**config.mk**
```make
export PLATFORM = sky130hd
export DESIGN_NAME = pcm_core_addr
export DESIGN_NICKNAME = d
export VERILOG_FILES = /design/src/rtl/pcm_pkg.sv /design/src/rtl/pcm_stack_if.sv /design/src/rtl/pcm_stack.sv /design/src/rtl/pcm_core_addr.sv
export SDC_FILE = /design/constraint.sdc
export NUM_CORES = 1
export LEC_CHECK = 0
export ABC_AREA = 1
export BUFFER_PORTS_ARGS = -buffer_cell sky130_fd_sc_hd__buf_4
export CELL_PAD_IN_SITES_DETAIL_PLACEMENT = 1
export CELL_PAD_IN_SITES_GLOBAL_PLACEMENT = 1
export CORE_ASPECT_RATIO = 0.75
export CORE_UTILIZATION = 48
export CTS_CLUSTER_SIZE = 28
export DETAILED_ROUTE_END_ITERATION = 10
export PLACE_DENSITY = 0.85
export SYNTH_ARGS = -nofsm -noshare
export SYNTH_HDL_FRONTEND = slang
export SYNTH_SLANG_ARGS = --single-unit
```
**constraint.sdc**
```tcl
create_clock -name CLK -period 10.9 [get_ports CLK]
set_clock_uncertainty 0.15 [all_clocks]
set_input_delay 2.18 -clock CLK [delete_from_list [all_inputs] [get_ports CLK]]
set_output_delay 2.18 -clock CLK [all_outputs]
set_load 0.05 [all_outputs]
```
**src/rtl/pcm_pkg.sv**
```systemverilog
// shared constants for the program counter, stack and indirect pointer block
package pcm_pkg;
   // ==========================================================
   // widths and sizes
   localparam int PC_W        = 15;
   localparam int PM_WORDS    = 4096;
   localparam int PM_AW       = 12;
   localparam int PM_DW       = 14;
   localparam int STK_DEPTH   = 16;
   localparam int STK_PW      = 5;
   localparam int PTR_W       = 16;
   localparam int PTR_PM_BIT  = 15;
   localparam int NUM_INSN    = 48;
   localparam int INSN_IW     = 6;
   localparam int CTX_W       = 32;

   // ==========================================================
   // vectors
   localparam logic [14:0] RESET_VECTOR = 15'h0000;
   localparam logic [14:0] INT_VECTOR   = 15'h0004;

   // ==========================================================
   // register map (byte addresses)
   localparam logic [7:0] CTRL_OFS  = 8'h00;
   localparam logic [7:0] PCON_OFS  = 8'h04;
   localparam logic [7:0] MASK_OFS  = 8'h08;
   localparam logic [7:0] PTR0_OFS  = 8'h0c;
   localparam logic [7:0] PTR1_OFS  = 8'h10;
   localparam logic [7:0] STATE_OFS = 8'h14;

   // ==========================================================
   // field positions and reset values
   localparam int CTRL_FAULT_RST_BIT = 0;
   localparam int CTRL_MASTER_CLEAR_PIN_CFG_BIT  = 1;
   localparam int PCON_OVF_BIT       = 0;
   localparam int PCON_UNF_BIT       = 1;
   localparam int STATE_SP_LSB       = 16;
   localparam logic [1:0]  CTRL_RESET = 2'h2;
   localparam logic [1:0]  MASK_RESET = 2'h0;
   localparam logic [15:0] PTR_RESET  = 16'h0000;

   // ==========================================================
   // indirect access sequencer
   typedef enum logic [1:0] {IND_IDLE, IND_PM_FETCH, IND_DONE} pcm_ind_e;
endpackage : pcm_pkg

```
**src/rtl/pcm_stack_if.sv**
```systemverilog
// carrier between the address block and its return-address stack
interface pcm_stack_if;
   import pcm_pkg::*;
   logic               clear;
   logic               push;
   logic               pop;
   logic [PC_W-1:0]    push_addr;
   logic [PC_W-1:0]    top_addr;
   logic [STK_PW-1:0]  depth;
   logic               overflow;
   logic               underflow;

   modport owner (output clear, push, pop, push_addr,
                  input  top_addr, depth, overflow, underflow);
   modport stack (input  clear, push, pop, push_addr,
                  output top_addr, depth, overflow, underflow);
endinterface : pcm_stack_if

```
**src/rtl/pcm_stack.sv**
```systemverilog
// sixteen-entry return-address stack with fault detection
module pcm_stack
   import pcm_pkg::*;
#(
   parameter int DEPTH = STK_DEPTH
) (
   // clock and reset
   input wire logic  clk,
   input wire logic  rst,
   // owner side
   pcm_stack_if.stack st
);
   // ==========================================================
   // storage
   logic [PC_W-1:0]   mem_q [DEPTH];
   logic [STK_PW-1:0] sp_q;
   logic              full;
   logic              empty;

   assign full  = (sp_q == STK_PW'(DEPTH));
   assign empty = (sp_q == '0);
   assign st.depth     = sp_q;
   assign st.top_addr  = empty ? '0 : mem_q[sp_q[3:0] - 4'h1];
   // a push on a full stack is dropped rather than wrapping over the oldest entry
   assign st.overflow  = st.push & full;
   assign st.underflow = st.pop & empty;

   always_ff @(posedge clk or posedge rst) begin
      if (rst) begin
         sp_q <= '0;
      end else if (st.clear) begin
         sp_q <= '0;
      end else if (st.push && !full) begin
         sp_q <= sp_q + 5'h1;
      end else if (st.pop && !empty) begin
         sp_q <= sp_q - 5'h1;
      end
   end

   always_ff @(posedge clk) begin
      if (st.push && !full) begin
         mem_q[sp_q[3:0]] <= st.push_addr;
      end
   end
endmodule : pcm_stack

```
**src/rtl/pcm_core_addr.sv**
```systemverilog
// program counter, return stack, indirect pointers and context shadows of the cpu core
//
// Notes on behaviour
// - the master clear pin resets the device when its function bit is 1 and is a plain input when 0.
// - a return stack of 16 entries of 15 bits serves calls, returns and interrupts.
// - stack overflow or underflow sets its flag in the power control status register and, if enabled, issues a software reset.
// - two 16-bit indirect pointers reach data memory and program memory through one pointer space.
// - an indirect read of program memory takes one extra cycle to fetch the word.
// - the program counter is 15 bits, a space of 32K words of 14 bits.
// - program memory holds 4096 words ending at 0FFFh and higher addresses wrap into it.
// - execution starts at 0000h after reset and interrupt entry branches to 0004h.
// - with bit 7 of a pointer's high byte set, indirect reads come from program memory.
// - a move-indirect-to-working read of program memory returns the low eight bits of the word.
// - indirect writes aimed at program memory have no effect.
// - interrupt entry copies core context into shadows and return from interrupt restores it.
// - the decoder accepts exactly 48 instructions and flags any other index.
//
// The implementer's own choices: the placing of the registers and the APB interface to the registers.
module pcm_core_addr
   import pcm_pkg::*;
#(
   parameter int PM_SIZE = PM_WORDS
) (
   // clock and reset
   input  wire logic                      CLK,
   input  wire logic                      RESET,
   // apb slave
   input  wire logic                      PSEL,
   input  wire logic                      PENABLE,
   input  wire logic                      PWRITE,
   input  wire logic [7:0]                PADDR,
   input  wire logic [31:0]               PWDATA,
   output logic      [31:0]               PRDATA,
   output logic                           PREADY,
   output logic                           PSLVERR,
   // master clear pin
   input  wire logic                      MASTER_CLEAR_PIN,
   output logic                           MASTER_CLEAR_PIN_DIGITAL_IN,
   output logic                           DEVICE_RESET,
   // program flow requests
   input  wire logic                      OP_STEP,
   input  wire logic                      OP_GOTO,
   input  wire logic                      OP_CALL,
   input  wire logic                      OP_RETURN,
   input  wire logic                      OP_RETFIE,
   input  wire logic                      INT_ENTRY,
   input  wire logic [pcm_pkg::PC_W-1:0]  TARGET,
   output logic      [pcm_pkg::PC_W-1:0]  PC,
   // program memory port
   output logic      [pcm_pkg::PM_AW-1:0] PM_ADDR,
   input  wire logic [pcm_pkg::PM_DW-1:0] PM_DATA,
   // indirect access
   input  wire logic                      IND_REQ,
   input  wire logic                      IND_SEL,
   input  wire logic                      IND_WRITE,
   input  wire logic [7:0]                IND_WDATA,
   output logic                           IND_BUSY,
   output logic                           IND_ACK,
   output logic      [7:0]                IND_RDATA,
   // data memory port
   output logic      [pcm_pkg::PTR_W-1:0] DM_ADDR,
   output logic                           DM_WE,
   output logic      [7:0]                DM_WDATA,
   input  wire logic [7:0]                DM_RDATA,
   // context shadowing
   input  wire logic [pcm_pkg::CTX_W-1:0] CTX_IN,
   output logic      [pcm_pkg::CTX_W-1:0] CTX_OUT,
   output logic                           CTX_RESTORE,
   // instruction decode check
   input  wire logic [pcm_pkg::INSN_IW-1:0] INSN_IDX,
   output logic                           INSN_ILLEGAL,
   // interrupt
   output logic                           IRQ
);
   import pcm_pkg::*;

   // ==========================================================
   // declarations
   logic              master_clear_pin_s1_q, master_clear_pin_s2_q;
   logic [1:0]        ctrl_q;
   logic [1:0]        pcon_q, pcon_d;
   logic [1:0]        mask_q;
   logic [PTR_W-1:0]  ptr0_q, ptr1_q;
   logic [PTR_W-1:0]  sh_ptr0_q, sh_ptr1_q;
   logic [PC_W-1:0]   pc_q, pc_d;
   logic              swrst_q;
   logic              core_rst;
   logic              master_clear_pin_rst;
   pcm_ind_e          ind_q, ind_d;
   logic [PTR_W-1:0]  ind_ptr_q;
   logic [7:0]        ind_rdata_q;
   logic              ind_ack_q;
   logic [CTX_W-1:0]  ctx_sh_q;
   logic              ctx_restore_q;
   logic [31:0]       prdata_q;

   // ==========================================================
   // master clear pin and device reset
   always_ff @(posedge CLK or posedge RESET) begin
      if (RESET) begin
         master_clear_pin_s1_q <= 1'b1;
         master_clear_pin_s2_q <= 1'b1;
      end else begin
         master_clear_pin_s1_q <= MASTER_CLEAR_PIN;
         master_clear_pin_s2_q <= master_clear_pin_s1_q;
      end
   end

   // the pin is visible as an input only while not configured to reset; it only resets while configured to
   assign master_clear_pin_rst        = ctrl_q[CTRL_MASTER_CLEAR_PIN_CFG_BIT] & ~master_clear_pin_s2_q;
   assign MASTER_CLEAR_PIN_DIGITAL_IN = ~ctrl_q[CTRL_MASTER_CLEAR_PIN_CFG_BIT] & master_clear_pin_s2_q;
   assign core_rst        = master_clear_pin_rst | swrst_q;
   assign DEVICE_RESET    = core_rst;

   // ==========================================================
   // return stack
   pcm_stack_if stk ();

   pcm_stack #(
      .DEPTH (STK_DEPTH)
   ) u_stack (
      .clk (CLK),
      .rst (RESET),
      .st  (stk.stack)
   );

   logic do_int, do_retfie, do_ret, do_call, do_goto, do_step;

   // one flow request is honoured per cycle, interrupt entry first
   assign do_int    = INT_ENTRY;
   assign do_retfie = ~do_int & OP_RETFIE;
   assign do_ret    = ~do_int & ~OP_RETFIE & OP_RETURN;
   assign do_call   = ~do_int & ~OP_RETFIE & ~OP_RETURN & OP_CALL;
   assign do_goto   = ~do_int & ~OP_RETFIE & ~OP_RETURN & ~OP_CALL & OP_GOTO;
   assign do_step   = ~do_int & ~OP_RETFIE & ~OP_RETURN & ~OP_CALL & ~OP_GOTO & OP_STEP;

   assign stk.clear     = core_rst;
   assign stk.push      = ~core_rst & (do_int | do_call);
   assign stk.pop       = ~core_rst & (do_ret | do_retfie);
   // an interrupt returns to the instruction it pre-empted, a call to the next one
   assign stk.push_addr = do_int ? pc_q : pc_q + 15'h1;

   // ==========================================================
   // program counter
   always_comb begin
      pc_d = pc_q;
      if (do_int) begin
         pc_d = INT_VECTOR;
      end else if (do_retfie || do_ret) begin
         pc_d = stk.top_addr;
      end else if (do_call || do_goto) begin
         pc_d = TARGET;
      end else if (do_step) begin
         pc_d = pc_q + 15'h1;
      end
   end

   always_ff @(posedge CLK or posedge RESET) begin
      if (RESET) begin
         pc_q <= RESET_VECTOR;
      end else if (core_rst) begin
         pc_q <= RESET_VECTOR;
      end else begin
         pc_q <= pc_d;
      end
   end

   assign PC = pc_q;

   // ==========================================================
   // indirect access sequencer
   logic [PTR_W-1:0] sel_ptr;
   logic             sel_pm;
   logic             ind_start;

   assign sel_ptr   = IND_SEL ? ptr1_q : ptr0_q;
   assign sel_pm    = sel_ptr[PTR_PM_BIT];
   assign ind_start = (ind_q == IND_IDLE) & IND_REQ & ~core_rst;

   always_comb begin
      ind_d = ind_q;
      case (ind_q)
         IND_IDLE: begin
            // program memory reads need an extra cycle; writes there are dropped at once
            if (ind_start) begin
               ind_d = (sel_pm && !IND_WRITE) ? IND_PM_FETCH : IND_DONE;
            end
         end
         IND_PM_FETCH: begin
            ind_d = IND_DONE;
         end
         IND_DONE: begin
            ind_d = IND_IDLE;
         end
         default: begin
            ind_d = IND_IDLE;
         end
      endcase
   end

   always_ff @(posedge CLK or posedge RESET) begin
      if (RESET) begin
         ind_q       <= IND_IDLE;
         ind_ptr_q   <= PTR_RESET;
         ind_rdata_q <= 8'h00;
         ind_ack_q   <= 1'b0;
      end else begin
         ind_q     <= ind_d;
         ind_ack_q <= (ind_q != IND_IDLE) & (ind_d == IND_IDLE);
         if (ind_start) begin
            ind_ptr_q <= sel_ptr;
            // writes leave the last read byte standing
            if (!sel_pm && !IND_WRITE) begin
               ind_rdata_q <= DM_RDATA;
            end
         end
         if (ind_q == IND_PM_FETCH) begin
            ind_rdata_q <= PM_DATA[7:0];
         end
      end
   end

   // data memory sees the selected pointer of either space; program space is never written
   assign DM_ADDR  = sel_ptr;
   assign DM_WE    = ind_start & IND_WRITE & ~sel_pm;
   assign DM_WDATA = IND_WDATA;
   assign IND_BUSY = (ind_q != IND_IDLE);
   assign IND_ACK  = ind_ack_q;
   assign IND_RDATA = ind_rdata_q;

   // upper address bits are ignored so any address folds into the 4K words
   logic [PM_AW-1:0] pm_fetch_addr;
   assign pm_fetch_addr = ind_ptr_q[PM_AW-1:0];
   assign PM_ADDR = (ind_q == IND_PM_FETCH) ? pm_fetch_addr : pc_q[PM_AW-1:0];

   // ==========================================================
   // context shadows
   always_ff @(posedge CLK or posedge RESET) begin
      if (RESET) begin
         ctx_sh_q      <= '0;
         sh_ptr0_q     <= PTR_RESET;
         sh_ptr1_q     <= PTR_RESET;
         ctx_restore_q <= 1'b0;
      end else begin
         ctx_restore_q <= do_retfie & ~core_rst;
         if (do_int && !core_rst) begin
            ctx_sh_q  <= CTX_IN;
            sh_ptr0_q <= ptr0_q;
            sh_ptr1_q <= ptr1_q;
         end
      end
   end

   assign CTX_OUT     = ctx_sh_q;
   assign CTX_RESTORE = ctx_restore_q;

   // ==========================================================
   // instruction decode check
   assign INSN_ILLEGAL = (INSN_IDX >= INSN_IW'(NUM_INSN));

   // ==========================================================
   // apb decode
   logic apb_setup, apb_wr;
   logic hit_ctrl, hit_pcon, hit_mask, hit_ptr0, hit_ptr1, hit_state, hit_any;
   logic [31:0] rd_mux;

   assign apb_setup = PSEL & ~PENABLE;
   assign apb_wr    = PSEL & PENABLE & PWRITE;
   assign hit_ctrl  = (PADDR == CTRL_OFS);
   assign hit_pcon  = (PADDR == PCON_OFS);
   assign hit_mask  = (PADDR == MASK_OFS);
   assign hit_ptr0  = (PADDR == PTR0_OFS);
   assign hit_ptr1  = (PADDR == PTR1_OFS);
   assign hit_state = (PADDR == STATE_OFS);
   assign hit_any   = hit_ctrl | hit_pcon | hit_mask | hit_ptr0 | hit_ptr1 | hit_state;

   assign rd_mux = hit_ctrl  ? {30'h0, ctrl_q} :
                   hit_pcon  ? {30'h0, pcon_q} :
                   hit_mask  ? {30'h0, mask_q} :
                   hit_ptr0  ? {16'h0, ptr0_q} :
                   hit_ptr1  ? {16'h0, ptr1_q} :
                   hit_state ? {11'h0, stk.depth, 1'b0, pc_q} : 32'h0;

   assign PREADY  = 1'b1;
   assign PSLVERR = PSEL & PENABLE & ~hit_any;
   assign PRDATA  = prdata_q;

   // ==========================================================
   // registers
   // a fault flag set in the same cycle as its write-one-to-clear stays set
   always_comb begin
      pcon_d = pcon_q;
      if (apb_wr && hit_pcon) begin
         pcon_d = pcon_q & ~PWDATA[1:0];
      end
      if (stk.overflow) begin
         pcon_d[PCON_OVF_BIT] = 1'b1;
      end
      if (stk.underflow) begin
         pcon_d[PCON_UNF_BIT] = 1'b1;
      end
   end

   always_ff @(posedge CLK or posedge RESET) begin
      if (RESET) begin
         ctrl_q   <= CTRL_RESET;
         pcon_q   <= 2'h0;
         mask_q   <= MASK_RESET;
         prdata_q <= 32'h0;
         swrst_q  <= 1'b0;
      end else begin
         pcon_q  <= pcon_d;
         swrst_q <= (stk.overflow | stk.underflow) & ctrl_q[CTRL_FAULT_RST_BIT];
         if (apb_setup) begin
            prdata_q <= rd_mux;
         end
         if (apb_wr && hit_ctrl) begin
            ctrl_q <= PWDATA[1:0];
         end
         if (apb_wr && hit_mask) begin
            mask_q <= PWDATA[1:0];
         end
      end
   end

   // pointers: software writes, shadow restore on return from interrupt
   always_ff @(posedge CLK or posedge RESET) begin
      if (RESET) begin
         ptr0_q <= PTR_RESET;
         ptr1_q <= PTR_RESET;
      end else if (do_retfie && !core_rst) begin
         ptr0_q <= sh_ptr0_q;
         ptr1_q <= sh_ptr1_q;
      end else begin
         if (apb_wr && hit_ptr0) begin
            ptr0_q <= PWDATA[15:0];
         end
         if (apb_wr && hit_ptr1) begin
            ptr1_q <= PWDATA[15:0];
         end
      end
   end

   assign IRQ = |(pcon_q & mask_q);
endmodule : pcm_core_addr

```
==> results.md, run 1 <==
- Status: completed
- Internal: around 3.3 mW
- R2r setup slk: 6.10 ns
- Pleak: just over 9 nW
- DR WL/cell: ~22 um
- Via/cell ratio: between 5 and 6
- Tmin final: between 6 and 7 ns
- N_diodes: 0
- Top layer reached by signal wires: met4
- Clock buffer depth: 3
- Drt initial violations: 1411
- DRT antenna net count: 0
- Synth Area in Adders: less than 1%
- Placed cell count: 2500
- Total wire length: 56870 um
- Combinational Power Share: a little under two fifths
- #FFs+latches synth: 410
- Setup TNS: 0 ns
- DRC: 0
- DP Wirelength: about 38000 um
- Root Driver: clkbuf_16
- Core Area: between 30000 and 40000 um^2
- Largest family of logic cells by synthesized area: simple AND/OR/NAND/NOR gates
- Starting Density: 48.90%
- Fillers: around 4100
- Worst-Margin Slew: 1.343 ns
- Peak VDD IR: roughly 230 uV
- Max_cap viols: 0
- First-pass GRT wire length: between 80000 and 90000 um
- WS Path Type: in -> out
- WL met3: approximately 4000 um
- Layout cells sized above 1: between 10% and 20%
- Tcrit/Tclk final: a little under three fifths
- Flop pwr share: 37.5%
- CTS H-tree depth: 2
- Relative slew slack: 9.899%
- Die Y: approximately 170 um
- Fin area: approximately 22000 um^2
- Worst Setup End Kind: output port
- Final net count: 2188
- Final global-route overflow total: 0
- Syn. warnings: 0
- Wl on met1: 24300 um
- Die width: 226.9 um
- Synthesis-to-finish area growth: 18.40%
- CTS tree: yes
- RSZ-0062 raised after global routing: false
- Initial antenna violation count: 0
- Port bufs: approximately 220
- Distinct cells, synth: between 40 and 50
- Power share of the clock group: about 25%
- Post-Synth XOR/XNOR Area: 0.2404%
- Crit start category: primary input
- Switching share of power: 40.61%
- Row cnt: 61
- Synth Area in Compound Gates: around 6.7%
- Avg Cell Area, Syn: about 10 um^2
- Post-synthesis mux area share: between 2 and 2.5%
- Worst skew pair latency: between 0.5 and 0.6 ns
- WHS: between 0.2 and 0.25 ns
- PwrDens: about 260 nW/um^2
- Top-Level Pins: between 200 and 300
- Synth top area share: roughly 40%
- Num CTS Buffers: 41
- Cells after synthesis: ~1800
- Initial DRT Pass Iterations: 5
- Net load switching power: 2.249 mW
- Final Setup Violations: 0
- Final Hold Viols: 0
- Seq. cell area: 11470 um^2
- Worst-path maximum fanout: 17
- Sequential fraction of the synthesis area: a little over three fifths
- Die area: between 30000 and 40000 um^2
- Postcts setup bufs: 0
- Cell area after synthesis: 18210 um^2
- Routability cong.: between 0.9 and 1
- Layout Cells excl Fill: approximately 2600
- CTS hold repair buffers: 0
- Synth Area in Simple Gates: between 20% and 30%
- Ranking of synthesized cells by area: edfxtp_1 (40%), dfrtp_1 (23%), nand2_1 (11%)
- Via count: ~15000
- Vias in the first global route: about 16000
- Largest net degree at the start of global routing: a little over 100
- Final Max Slew Viols: 0
- Post-DP Area: about 20000 um^2
- GRT Util Overall: between 20% and 30%
- Metal2 WL: approximately 27000 um
- Crit path required time: 8.57 ns
- Fmax: 160.9 MHz
- Num Clock Sinks: 410
- Clk slew on worst S/H paths: 0.06 ns
- CTS resizes: 0
- Data arrival, critical path: a little under 4 ns
- Post-synth top area cell: edfxtp_1
- Area of the multi-input gates: 5838 um^2
- Hold Path Class: reg -> reg
==> power by group through the flow <==
| stage | Combinational, mW | Clock (mW) | Sequential [mW] |
|---|---|---|---|
| after floorplan | 1.24 | 0 | 2.17 |
| after global placement | 1.94 | 0 | 2.09 |
| after detailed placement | 2.04 | 0 | 2.10 |
| after CTS | 2.07 | 1.41 | 2.07 |
| after global routing | 2.24 | 1.47 | 2.09 |
| final | 2.06 | 1.40 | 2.08 |
==> synthesized netlist by cell type <==
library cell	count
nand2_1	551
nand3_1	281
edfxtp_1	240
dfrtp_1	167
o21ai_0	130
inv_1	108
nor2_1	73
clkbuf_1	62
a21oi_1	45
mux2_2	34
buf_2	26
buf_4	20
o211ai_1	15
o221ai_1	13
nor3_1	11
ha_1	10
a31oi_1	7
nand4_1	6
nor2_2	6
clkinv_1	4
buf_1	3
dfstp_2	3
xor2_1	3
a31oi_2	2
buf_6	2
conb_1	2
inv_2	2
nand2_2	2
nand3_2	2
nand3b_1	2
nor4_1	2
o22ai_1	2
xnor2_1	2
a21oi_2	1
a22o_1	1
and2_1	1
fa_1	1
nor3_4	1
o21bai_1	1
o21bai_2	1
or2_2	1
or2_4	1
==> placed cells by master, fill, tap and decap left out, types with 9 or more instances in the layout <==
master / count
nand2_1: 550
nand3_1: 281
buf_4: 252
edfxtp_1: 240
dfrtp_1: 166
o21ai_0: 127
inv_1: 107
nor2_1: 73
a21oi_1: 45
clkbuf_16: 43
mux2_2: 34
o211ai_1: 15
o221ai_1: 13
conb_1: 12
clkbuf_1: 12
ha_1: 9
==> state kept, by name, indices dropped and copies added (netlist names) <==
| register | flops |
|---|---|
| ind_ptr_q | 12 |
| sh_ptr1_q | 16 |
| u_stack.mem_q | 240 |
| CTX_OUT | 32 |
| PRDATA | 21 |
| ptr1_q | 16 |
| swrst_q | 1 |
| PC | 15 |
| pcon_q | 2 |
| mask_q | 2 |
| ind_q | 2 |
| sh_ptr0_q | 16 |
| master_clear_pin_s1_q | 1 |
| u_stack.st.depth | 5 |
| IND_RDATA | 8 |
| IND_ACK | 1 |
| ctrl_q | 2 |
| master_clear_pin_s2_q | 1 |
| ptr0_q | 16 |
| CTX_RESTORE | 1 |
==> cell type report <==
cell class	count	area share [%]
tap	504	2.924
inverter	114	2.013
multi-input combinational	1220	27.07
timing repair buffer	252	8.772
clock inverter	14	0.5569
clock buffer	60	5.488
sequential	410	53.18
==> per-stage QoR <==
step / utilization (%) / worst slack (ns) / power (mW)
detailed placement: 54.40 / 4.746 / 4.139
floorplan: - / 3.972 / 3.419
finish: 57.90 / 4.683 / 5.539
global placement: 54.40 / 4.775 / 4.030
CTS: 57.90 / 4.682 / 5.553
global route: 57.90 / 4.538 / 5.804
==> metal layers <==
layer | vias up | GRT usage [%]
li1 | 6625 | -
met1 | 7529 | 41.25
met2 | 590 | 48.86
met3 | 84 | 4.774
met4 | 0 | 7.149
met5 | - | 0
==> worst max-delay path: stages <==
cell and delay (ns):
buf_4 0.11, nor2_1 0.13, nand3_1 0.14, nor2_2 0.77, inv_1 0.15, nand2_1 0.11
nor4_1 0.07, buf_4 0.23
==> kinds of logic (layout without fill, tap and decap cells) <==
group	count (synthesis)	in the layout
adders and majority gates	11	11
other	2	12
muxes	34	34
buffers and inverters	227	440
and+or+nand+nor	940	940
xor gates and xnor gates	5	5
DFF	410	410
AOI/OAI and AO/OA	218	218
==> path summary, 6_finish.rpt <==
| check | startpoint | endpoint | cells after the start |
|---|---|---|---|
| max | PADDR[1] | PSLVERR | 8 |
| min | master_clear_pin_s1_q | master_clear_pin_s2_q | 0 |
| max reg2reg | u_stack.st.depth[0] | PC[13] | 12 |
| min reg2reg | master_clear_pin_s1_q | master_clear_pin_s2_q | 0 |
| max in group asynchronous | RESET | u_stack.st.depth[0] | 3 |
| min in group asynchronous | RESET | PRDATA[7] | 2 |
(Power assumes the default switching activity.)
==> inputs of run 2 (changes only) <==
ABC_AREA = 0   (was 1)
CORE_UTILIZATION = 43   (was 48)
PLACE_DENSITY = 0.76   (was 0.85)
clock period = 5.4 ns   (was 10.9 ns; I/O delays follow)
==> results.md, run 2 <==
- Met2 Usage GRT: 38.73% (was 48.86%)
- Post-synth top area cell: edfxtp_1 (unchanged)
- Distinct cells, synth: 71 (was 42)
- CP cell instances: inv_1, a21oi_2, buf_4, and3_1, and3_1, buf_4 (was buf_4, nor2_1, nand3_1, nor2_2, inv_1, nand2_1, nor4_1, buf_4)
- Data arrival, critical path: 2.81 ns (was 3.89 ns)
- Most common cell after layout, fill and taps aside: buf_4 (was nand2_1)
- Flop pwr share: 39.7% (was 37.5%)
- Avg Cell Area, Syn: 14.35 um^2 (was 9.862 um^2)
- Syn. warnings: 0 (unchanged)
- Hold Path Class: reg -> reg (unchanged)
- Largest net degree at the start of global routing: 171 (was 102)
- Relative slew slack: 3.960% (was 9.899%)
- Initial antenna violation count: 5 (was 0)
- Combinational Power Share: 33.4% (was 37.2%)
- Gr busiest metal: met2 (unchanged)
- Most frequent cell after synthesis: edfxtp_1 (was nand2_1)
- Tmin final: 4.041 ns
- Area of the multi-input gates: 6083 um^2 (was 5838 um^2)
- Max_cap viols: 0 (unchanged)
- Setup TNS: 0 ns (unchanged)
- Tcrit/Tclk final: between 70% and 80%
- Worst Setup End Kind: output port (unchanged)
- RSZ-0062 raised after global routing: false (unchanged)
- Peak VDD IR: 331.6 uV (was 228.2 uV)
- Final net count: 1605 (was 2188)
- DRC: 0 (unchanged)
- Post-synth top cells: edfxtp_1 (240), dfrtp_1 (167), nand2_1 (134), mux2_2 (96), o21ai_0 (71) (was nand2_1 (551), nand3_1 (281), edfxtp_1 (240), dfrtp_1 (167), o21ai_0 (130))
- PwrDens: 503.9 nW/um^2 (was 256.8 nW/um^2)
- CP max stage cell: and3_1 (was nor2_2)
- Total wire length: 54290 um (was 56870 um)
- Crit path required time: 4.17 ns (was 8.57 ns)
- Die area: 42880 um^2 (was 38740 um^2)
- Via count: 11770 (was 14830)
- Vias in the first global route: 12550 (was 15550)
- Crit start category: register (was primary input)
- DRT antenna net count: 0 (unchanged)
- Met3 usage: 6.112% (was 4.774%)
- Starting Density: 44.01% (was 48.90%)
- Die width: 238.8 um (was 226.9 um)
- #FFs+latches synth: 410 (unchanged)
- Num Clock Sinks: 410 (unchanged)
- CTS H-tree depth: 2 (unchanged)
- Synth top area share: 39.86% (was 39.57%)
- Fillers: 4048 (was 4141)
- Clk slew on worst S/H paths: 0.06 ns (about the same)
- Max reg flops: 240 (unchanged)
- Ranking of synthesized cells by area: edfxtp_1 (40%), dfrtp_1 (23%), mux4_2 (7.8%) (was edfxtp_1 (40%), dfrtp_1 (23%), nand2_1 (11%))
- Cell area after synthesis: 18080 um^2 (was 18210 um^2)
- Sequential fraction of the synthesis area: 63.42% (was 62.94%)
- Fmax: ~250 MHz
- CTS hold repair buffers: 0 (unchanged)
- DP Wirelength: 36470 um (was 37800 um)
- Drt initial violations: 1124 (was 1411)
- Initial DRT Pass Iterations: 5 (unchanged)
- Layout cells sized above 1: 32.93% (was 18.07%)
- Synthesis-to-finish area growth: 19.16% (was 18.40%)
- Final setup margin: 1.359 ns (was 4.683 ns)
- DR WL/cell: 26.45 um (was 22.09 um)
- Row cnt: 64 (was 61)
- Root Driver: clkbuf_16 (unchanged)
- WS Path Type: reg -> out (was in -> out)
- Final Hold Viols: 0 (unchanged)
- Die Y: 179.6 um (was 170.7 um)
- Post-place setup slack: 1.315 ns (was 4.746 ns)
- Worst-Margin Slew: 1.430 ns (was 1.343 ns)
- Post-synth EDFFs: 240 (unchanged)
- Worst-path maximum fanout: 16 (was 17)
- CTS resizes: 0 (unchanged)
- Ys async rst share: 41.46% (unchanged)
- Final Setup Violations: 0 (unchanged)
- Cells after synthesis: 1260 (was 1847)
- Internal: 7.033 mW (was 3.290 mW)
- Via/cell ratio: 5.735 (was 5.761)
- Seq. cell area: 11470 um^2 (unchanged)
- CP max stage delay: 0.72 ns (was 0.77 ns)
- Met1 usage: 36.52% (was 41.25%)
- Worst skew pair latency: 0.56 ns (was 0.55 ns)
- GRT Util Overall: 25.56% (was 29.67%)
- CTS tree: yes (unchanged)
- Final Max Slew Viols: 0 (unchanged)
- Num CTS Buffers: 41 (unchanged)
- First-pass GRT wire length: 80840 um (was 87930 um)
- Status: completed (unchanged)
- Postcts setup bufs: 0 (unchanged)
- Top-Level Pins: 271 (unchanged)
- Routability cong.: 0.8478 (was 0.9001)
- Most frequent cells in the layout: buf_4 (241), edfxtp_1 (240), dfrtp_1 (166) (was nand2_1 (550), nand3_1 (281), buf_4 (252))
- Clock buffer depth: 3 (unchanged)
- Net load switching power: 3.824 mW (was 2.249 mW)
- Pleak: 8.650 nW (was 9.110 nW)
- Power consumption: 10.86 mW (was 5.539 mW)
- Top_reg_cell synth: edfxtp_1 (unchanged)
- Switching share of power: 35.22% (was 40.61%)
- Core Area: 41080 um^2 (was 37250 um^2)
- Power share of the clock group: 26.9% (was 25.3%)
- Final global-route overflow total: 0 (unchanged)
- Port bufs: 216 (unchanged)
-- run 2: changes by cell type after synthesis, sizes merged, moves of 57 or more --
cell,change
mux2,+62
o21ai,-57
mux4,+65
inv,-97
nand3,-260
nand2,-417
-- run 2: worst max-delay path: cells and delay by family, from the launching register on --
family                 cells  cell delay (ns)
AND/OR/NAND/NOR            2             1.00
flip-flops                 1             0.51
AO/OA/AOI/OAI              1             0.18
buffers and inverters      3             0.56
-- run 2: power groups by stage --
stage / clock network (mW) / registers, mW / logic [mW]
after floorplan: 0 / 4.36 / 2.39
after global placement: 0 / 4.33 / 3.50
after detailed placement: 0 / 4.36 / 3.62
after CTS: 2.97 / 4.30 / 3.63
after global routing: 3.08 / 4.34 / 3.82
final: 2.92 / 4.31 / 3.63
-- run 2: kinds of logic (layout without fill, tap and decap cells) --
logic type,Yosys count,after routing,share of synthesized area [%]
AND/OR/NAND/NOR,291,291,7.585
adder cells (fa/ha/maj),11,11,0.8028
buffers and inverters,114,332,3.225
flip-flops,410,410,63.42
multiplexers,212,212,16.94
XOR/XNOR,28,28,1.460
other,2,16,0.04154
AO/OA/AOI/OAI,192,192,6.527
-- run 2: through the flow --
| step | hold WS, ns | area (um^2) | instances | util, % |
|---|---|---|---|---|
| floorplan | 0.1952 | 18120 | 1270 | - |
| global placement | 0.1993 | 20160 | 1974 | 49.07 |
| detailed placement | 0.2033 | 20160 | 1974 | 49.07 |
| CTS | 0.2134 | 21530 | 2049 | 52.42 |
| global route | 0.2184 | 21540 | 2053 | 52.44 |
| finish | 0.2131 | 21540 | 2053 | 52.44 |
-- run 2: area by class of cell --
type / instances / area share (%)
Antenna cell: 4 / 0.04646
Clock buffer: 62 / 5.796
Clock inverter: 13 / 0.5808
Inverter: 14 / 0.2614
Multi-Input combinational cell: 746 / 28.24
Sequential cell: 410 / 53.23
Tap cell: 561 / 3.258
Timing Repair Buffer: 243 / 8.584
-- run 2: worst paths after layout --
path,startpoint,to,slack [ns],cells after the start
setup reg to reg,u_stack.st.depth[0],PC[3],1.60,7
max in group asynchronous,RESET,u_stack.st.depth[0],3.72,3
min in group asynchronous,RESET,ind_ptr_q[7],0.69,3
hold reg to reg,master_clear_pin_s1_q,master_clear_pin_s2_q,0.21,0
hold / removal,master_clear_pin_s1_q,master_clear_pin_s2_q,0.21,0
setup / recovery,master_clear_pin_s2_q,DM_WE,1.36,6
-- run 2: layer usage --
layer,up-vias,wire length [um],share of wire (%)
met1,6166,23320,43
met3,80,4402,8.1
met2,459,25290,47
met4,0,1274,2.3
li1,5069,-,-
met5,-,0,0
==> inputs of run 3 (changes only) <==
clock period = 3.7 ns   (was 5.4 ns; I/O delays follow)
==> results.md, run 3 (synthesis results as in run 2) <==
- Post-DP Area: 20600 um^2 (was 20160 um^2)
- Largest net degree at the start of global routing: 73 (was 171)
- CTS H-tree depth: 2 (unchanged)
- Final net count: 1662 (was 1605)
- DRC: 0 (unchanged)
- Peak VDD IR: 562.3 uV (was 331.6 uV)
- Data arrival, critical path: 2.49 ns (was 2.81 ns)
- Crit path required time: 2.81 ns (was 4.17 ns)
- CTS tree: yes (unchanged)
- Tmin final: 3.376 ns
- Core Area: 41080 um^2 (unchanged)
- PwrDens: 732.6 nW/um^2 (was 503.9 nW/um^2)
- Worst path buffer plus inverter count: 2 (was 3)
- CP max stage delay: 0.62 ns (was 0.72 ns)
- CP cell instances: inv_1, a21oi_2, and3_1, and3_1, buf_4 (was inv_1, a21oi_2, buf_4, and3_1, and3_1, buf_4)
- Final Setup Violations: 0 (unchanged)
- Worst Hold Path EP: master_clear_pin_s1_q (was master_clear_pin_s2_q)
- Crit start category: register (unchanged)
- Setup TNS: 0 ns (unchanged)
- Final Hold Viols: 0 (unchanged)
- Fin area: 21990 um^2 (was 21540 um^2)
- Tcrit/Tclk final: a little over 90%
- Via/cell ratio: 5.748 (was 5.735)
- Reg-to-Reg End: u_stack.mem_q[10][14] (was PC[3])
- Most common cell after layout, fill and taps aside: buf_4 (unchanged)
- Synthesis-to-finish area growth: 21.65% (was 19.16%)
- DP Wirelength: 37750 um (was 36470 um)
- Total wire length: 55660 um (was 54290 um)
- Vias in the first global route: 12830 (was 12550)
- Root Driver: clkbuf_16 (unchanged)
- Die width: 238.8 um (unchanged)
- Postcts setup bufs: 0 (unchanged)
- CTS resizes: 0 (unchanged)
- CTS hold repair buffers: 0 (unchanged)
- Worst-path maximum fanout: 7 (was 16)
- Fillers: 4015 (was 4048)
- CP max stage cell: a21oi_2 (was and3_1)
- Fmax: between 200 and 300 MHz
- Drt initial violations: 1050 (was 1124)
- Worst-Margin Slew: 1.286 ns (was 1.430 ns)
- Num Clock Sinks: 410 (unchanged)
- WS Path Type: reg -> out (unchanged)
- Num CTS Buffers: 41 (unchanged)
- DR WL/cell: 26.38 um (was 26.45 um)
- Status: completed (unchanged)
- Via count: 12130 (was 11770)
- Starting Density: 44.01% (unchanged)
- Worst Setup End Kind: output port (unchanged)
- Worst R2R Start: PC[11] (was u_stack.st.depth[0])
- Hold Path Class: in -> reg (was reg -> reg)
- GRT Util Overall: 26.05% (was 25.56%)
- Initial antenna violation count: 5 (unchanged)
- Port bufs: 216 (unchanged)
- Initial DRT Pass Iterations: 6 (was 5)
- Final global-route overflow total: 0 (unchanged)
- Routability cong.: 0.8449 (was 0.8478)
- Max_cap viols: 0 (unchanged)
- DRT antenna net count: 0 (unchanged)
- Top delay family on crit path: compound AO/OA/AOI/OAI gates (was simple AND/OR/NAND/NOR gates)
- Worst skew pair latency: 0.56 ns (about the same)
- First-pass GRT wire length: 82550 um (was 80840 um)
- Pleak: 8.940 nW (was 8.650 nW)
- Most frequent cells in the layout: buf_4 (297), edfxtp_1 (240), dfrtp_1 (166) (was buf_4 (241), edfxtp_1 (240), dfrtp_1 (166))
- R2r setup slk: 0.71 ns (was 1.60 ns)
- Die Y: 179.6 um (unchanged)
- HP Start: MASTER_CLEAR_PIN (was master_clear_pin_s1_q)
- Row cnt: 64 (unchanged)
- Die area: 42880 um^2 (unchanged)
- CP most frequent cell: and3_1
- FF-to-FF path depth: 6 (was 7)
- Cell count along the critical path: 5 (was 6)
- Final Max Slew Viols: 0 (unchanged)
- Relative slew slack: 13.67% (was 3.960%)
- Top-Level Pins: 271 (unchanged)
- Hold Path Cell Cnt: 1 (was 0)
- Clk slew on worst S/H paths: 0.06 ns (about the same)
- Max reg flops: 240 (unchanged)
- RSZ-0062 raised after global routing: false (unchanged)
- Clock buffer depth: 3 (unchanged)
- Layout cells sized above 1: 35.38% (was 32.93%)
## run 3: changes by cell type in the layout (fill, tap and decap cells not counted), moves of 2 or more
cell,change
clkinv_1,+4
buf_4,+56
clkinvlp_4,+3
clkbuf_8,-3
clkbuf_1,-3
bufinv_16,+2
## run 3: worst max-delay path by stage
stage	start	endpoint	slack, ns
floorplan	OP_RETFIE	u_stack.st.depth[4]	0.63
global placement	OP_RETFIE	u_stack.st.depth[4]	0.30
detailed placement	OP_RETFIE	u_stack.st.depth[4]	0.26
CTS	master_clear_pin_s2_q	DM_WE	0.36
global route	master_clear_pin_s2_q	DM_WE	0.30
finish	master_clear_pin_s2_q	DM_WE	0.32
## run 3: final cells by class
| cell class | count | area (um^2) | area share [%] |
|---|---|---|---|
| antenna | 3 | 7.507 | 0.03414 |
| clock buffer | 55 | 1171 | 5.325 |
| clock inverter | 21 | 214.0 | 0.9729 |
| inverter | 14 | 56.30 | 0.2560 |
| multi-input combinational | 746 | 6083 | 27.66 |
| sequential | 410 | 11470 | 52.15 |
| tap | 561 | 701.9 | 3.192 |
| timing repair buffer | 300 | 2290 | 10.41 |
## run 3: worst register-to-register path, stage by stage (launching register included)
cell and delay (ns):
dfrtp_1 0.52, inv_1 0.14, or2_2 0.33, nor3_1 0.18, buf_4 0.17, nand3_1 0.09, xnor2_1 1.02
## run 3: routing by layer
| metal | vias up | GRT usage, % | wire (um) |
|---|---|---|---|
| met4 | 9 | 9.436 | 1874 |
| met5 | - | 2.469 | 177 |
| met3 | 112 | 5.467 | 4138 |
| met2 | 463 | 39.92 | 25690 |
| li1 | 5205 | - | - |
| met1 | 6340 | 36.55 | 23780 |
## run 3: per-stage QoR
stage          cells  utilization [%]  hold slack [ns]  total power [mW]  setup WS (ns)
6_report        2110            53.54           0.1588             16.11         0.3239
4_1_cts         2107            53.52           0.1404             16.17         0.3640
3_3_place_gp    2031            50.15           0.1989             11.63         0.2964
5_1_grt         2110            53.54           0.1435             16.67         0.3028
2_1_floorplan   1270                -           0.1952             9.845         0.6332
3_5_place_dp    2031            50.15           0.1996             11.84         0.2586
## run 3: report_power, final
| part | internal, mW | switching, mW |
|---|---|---|
| logic | 2.26 | 3.50 |
| registers | 5.69 | 0.348 |
| clock network | 2.51 | 1.81 |
| total | 10.5 | 5.65 |
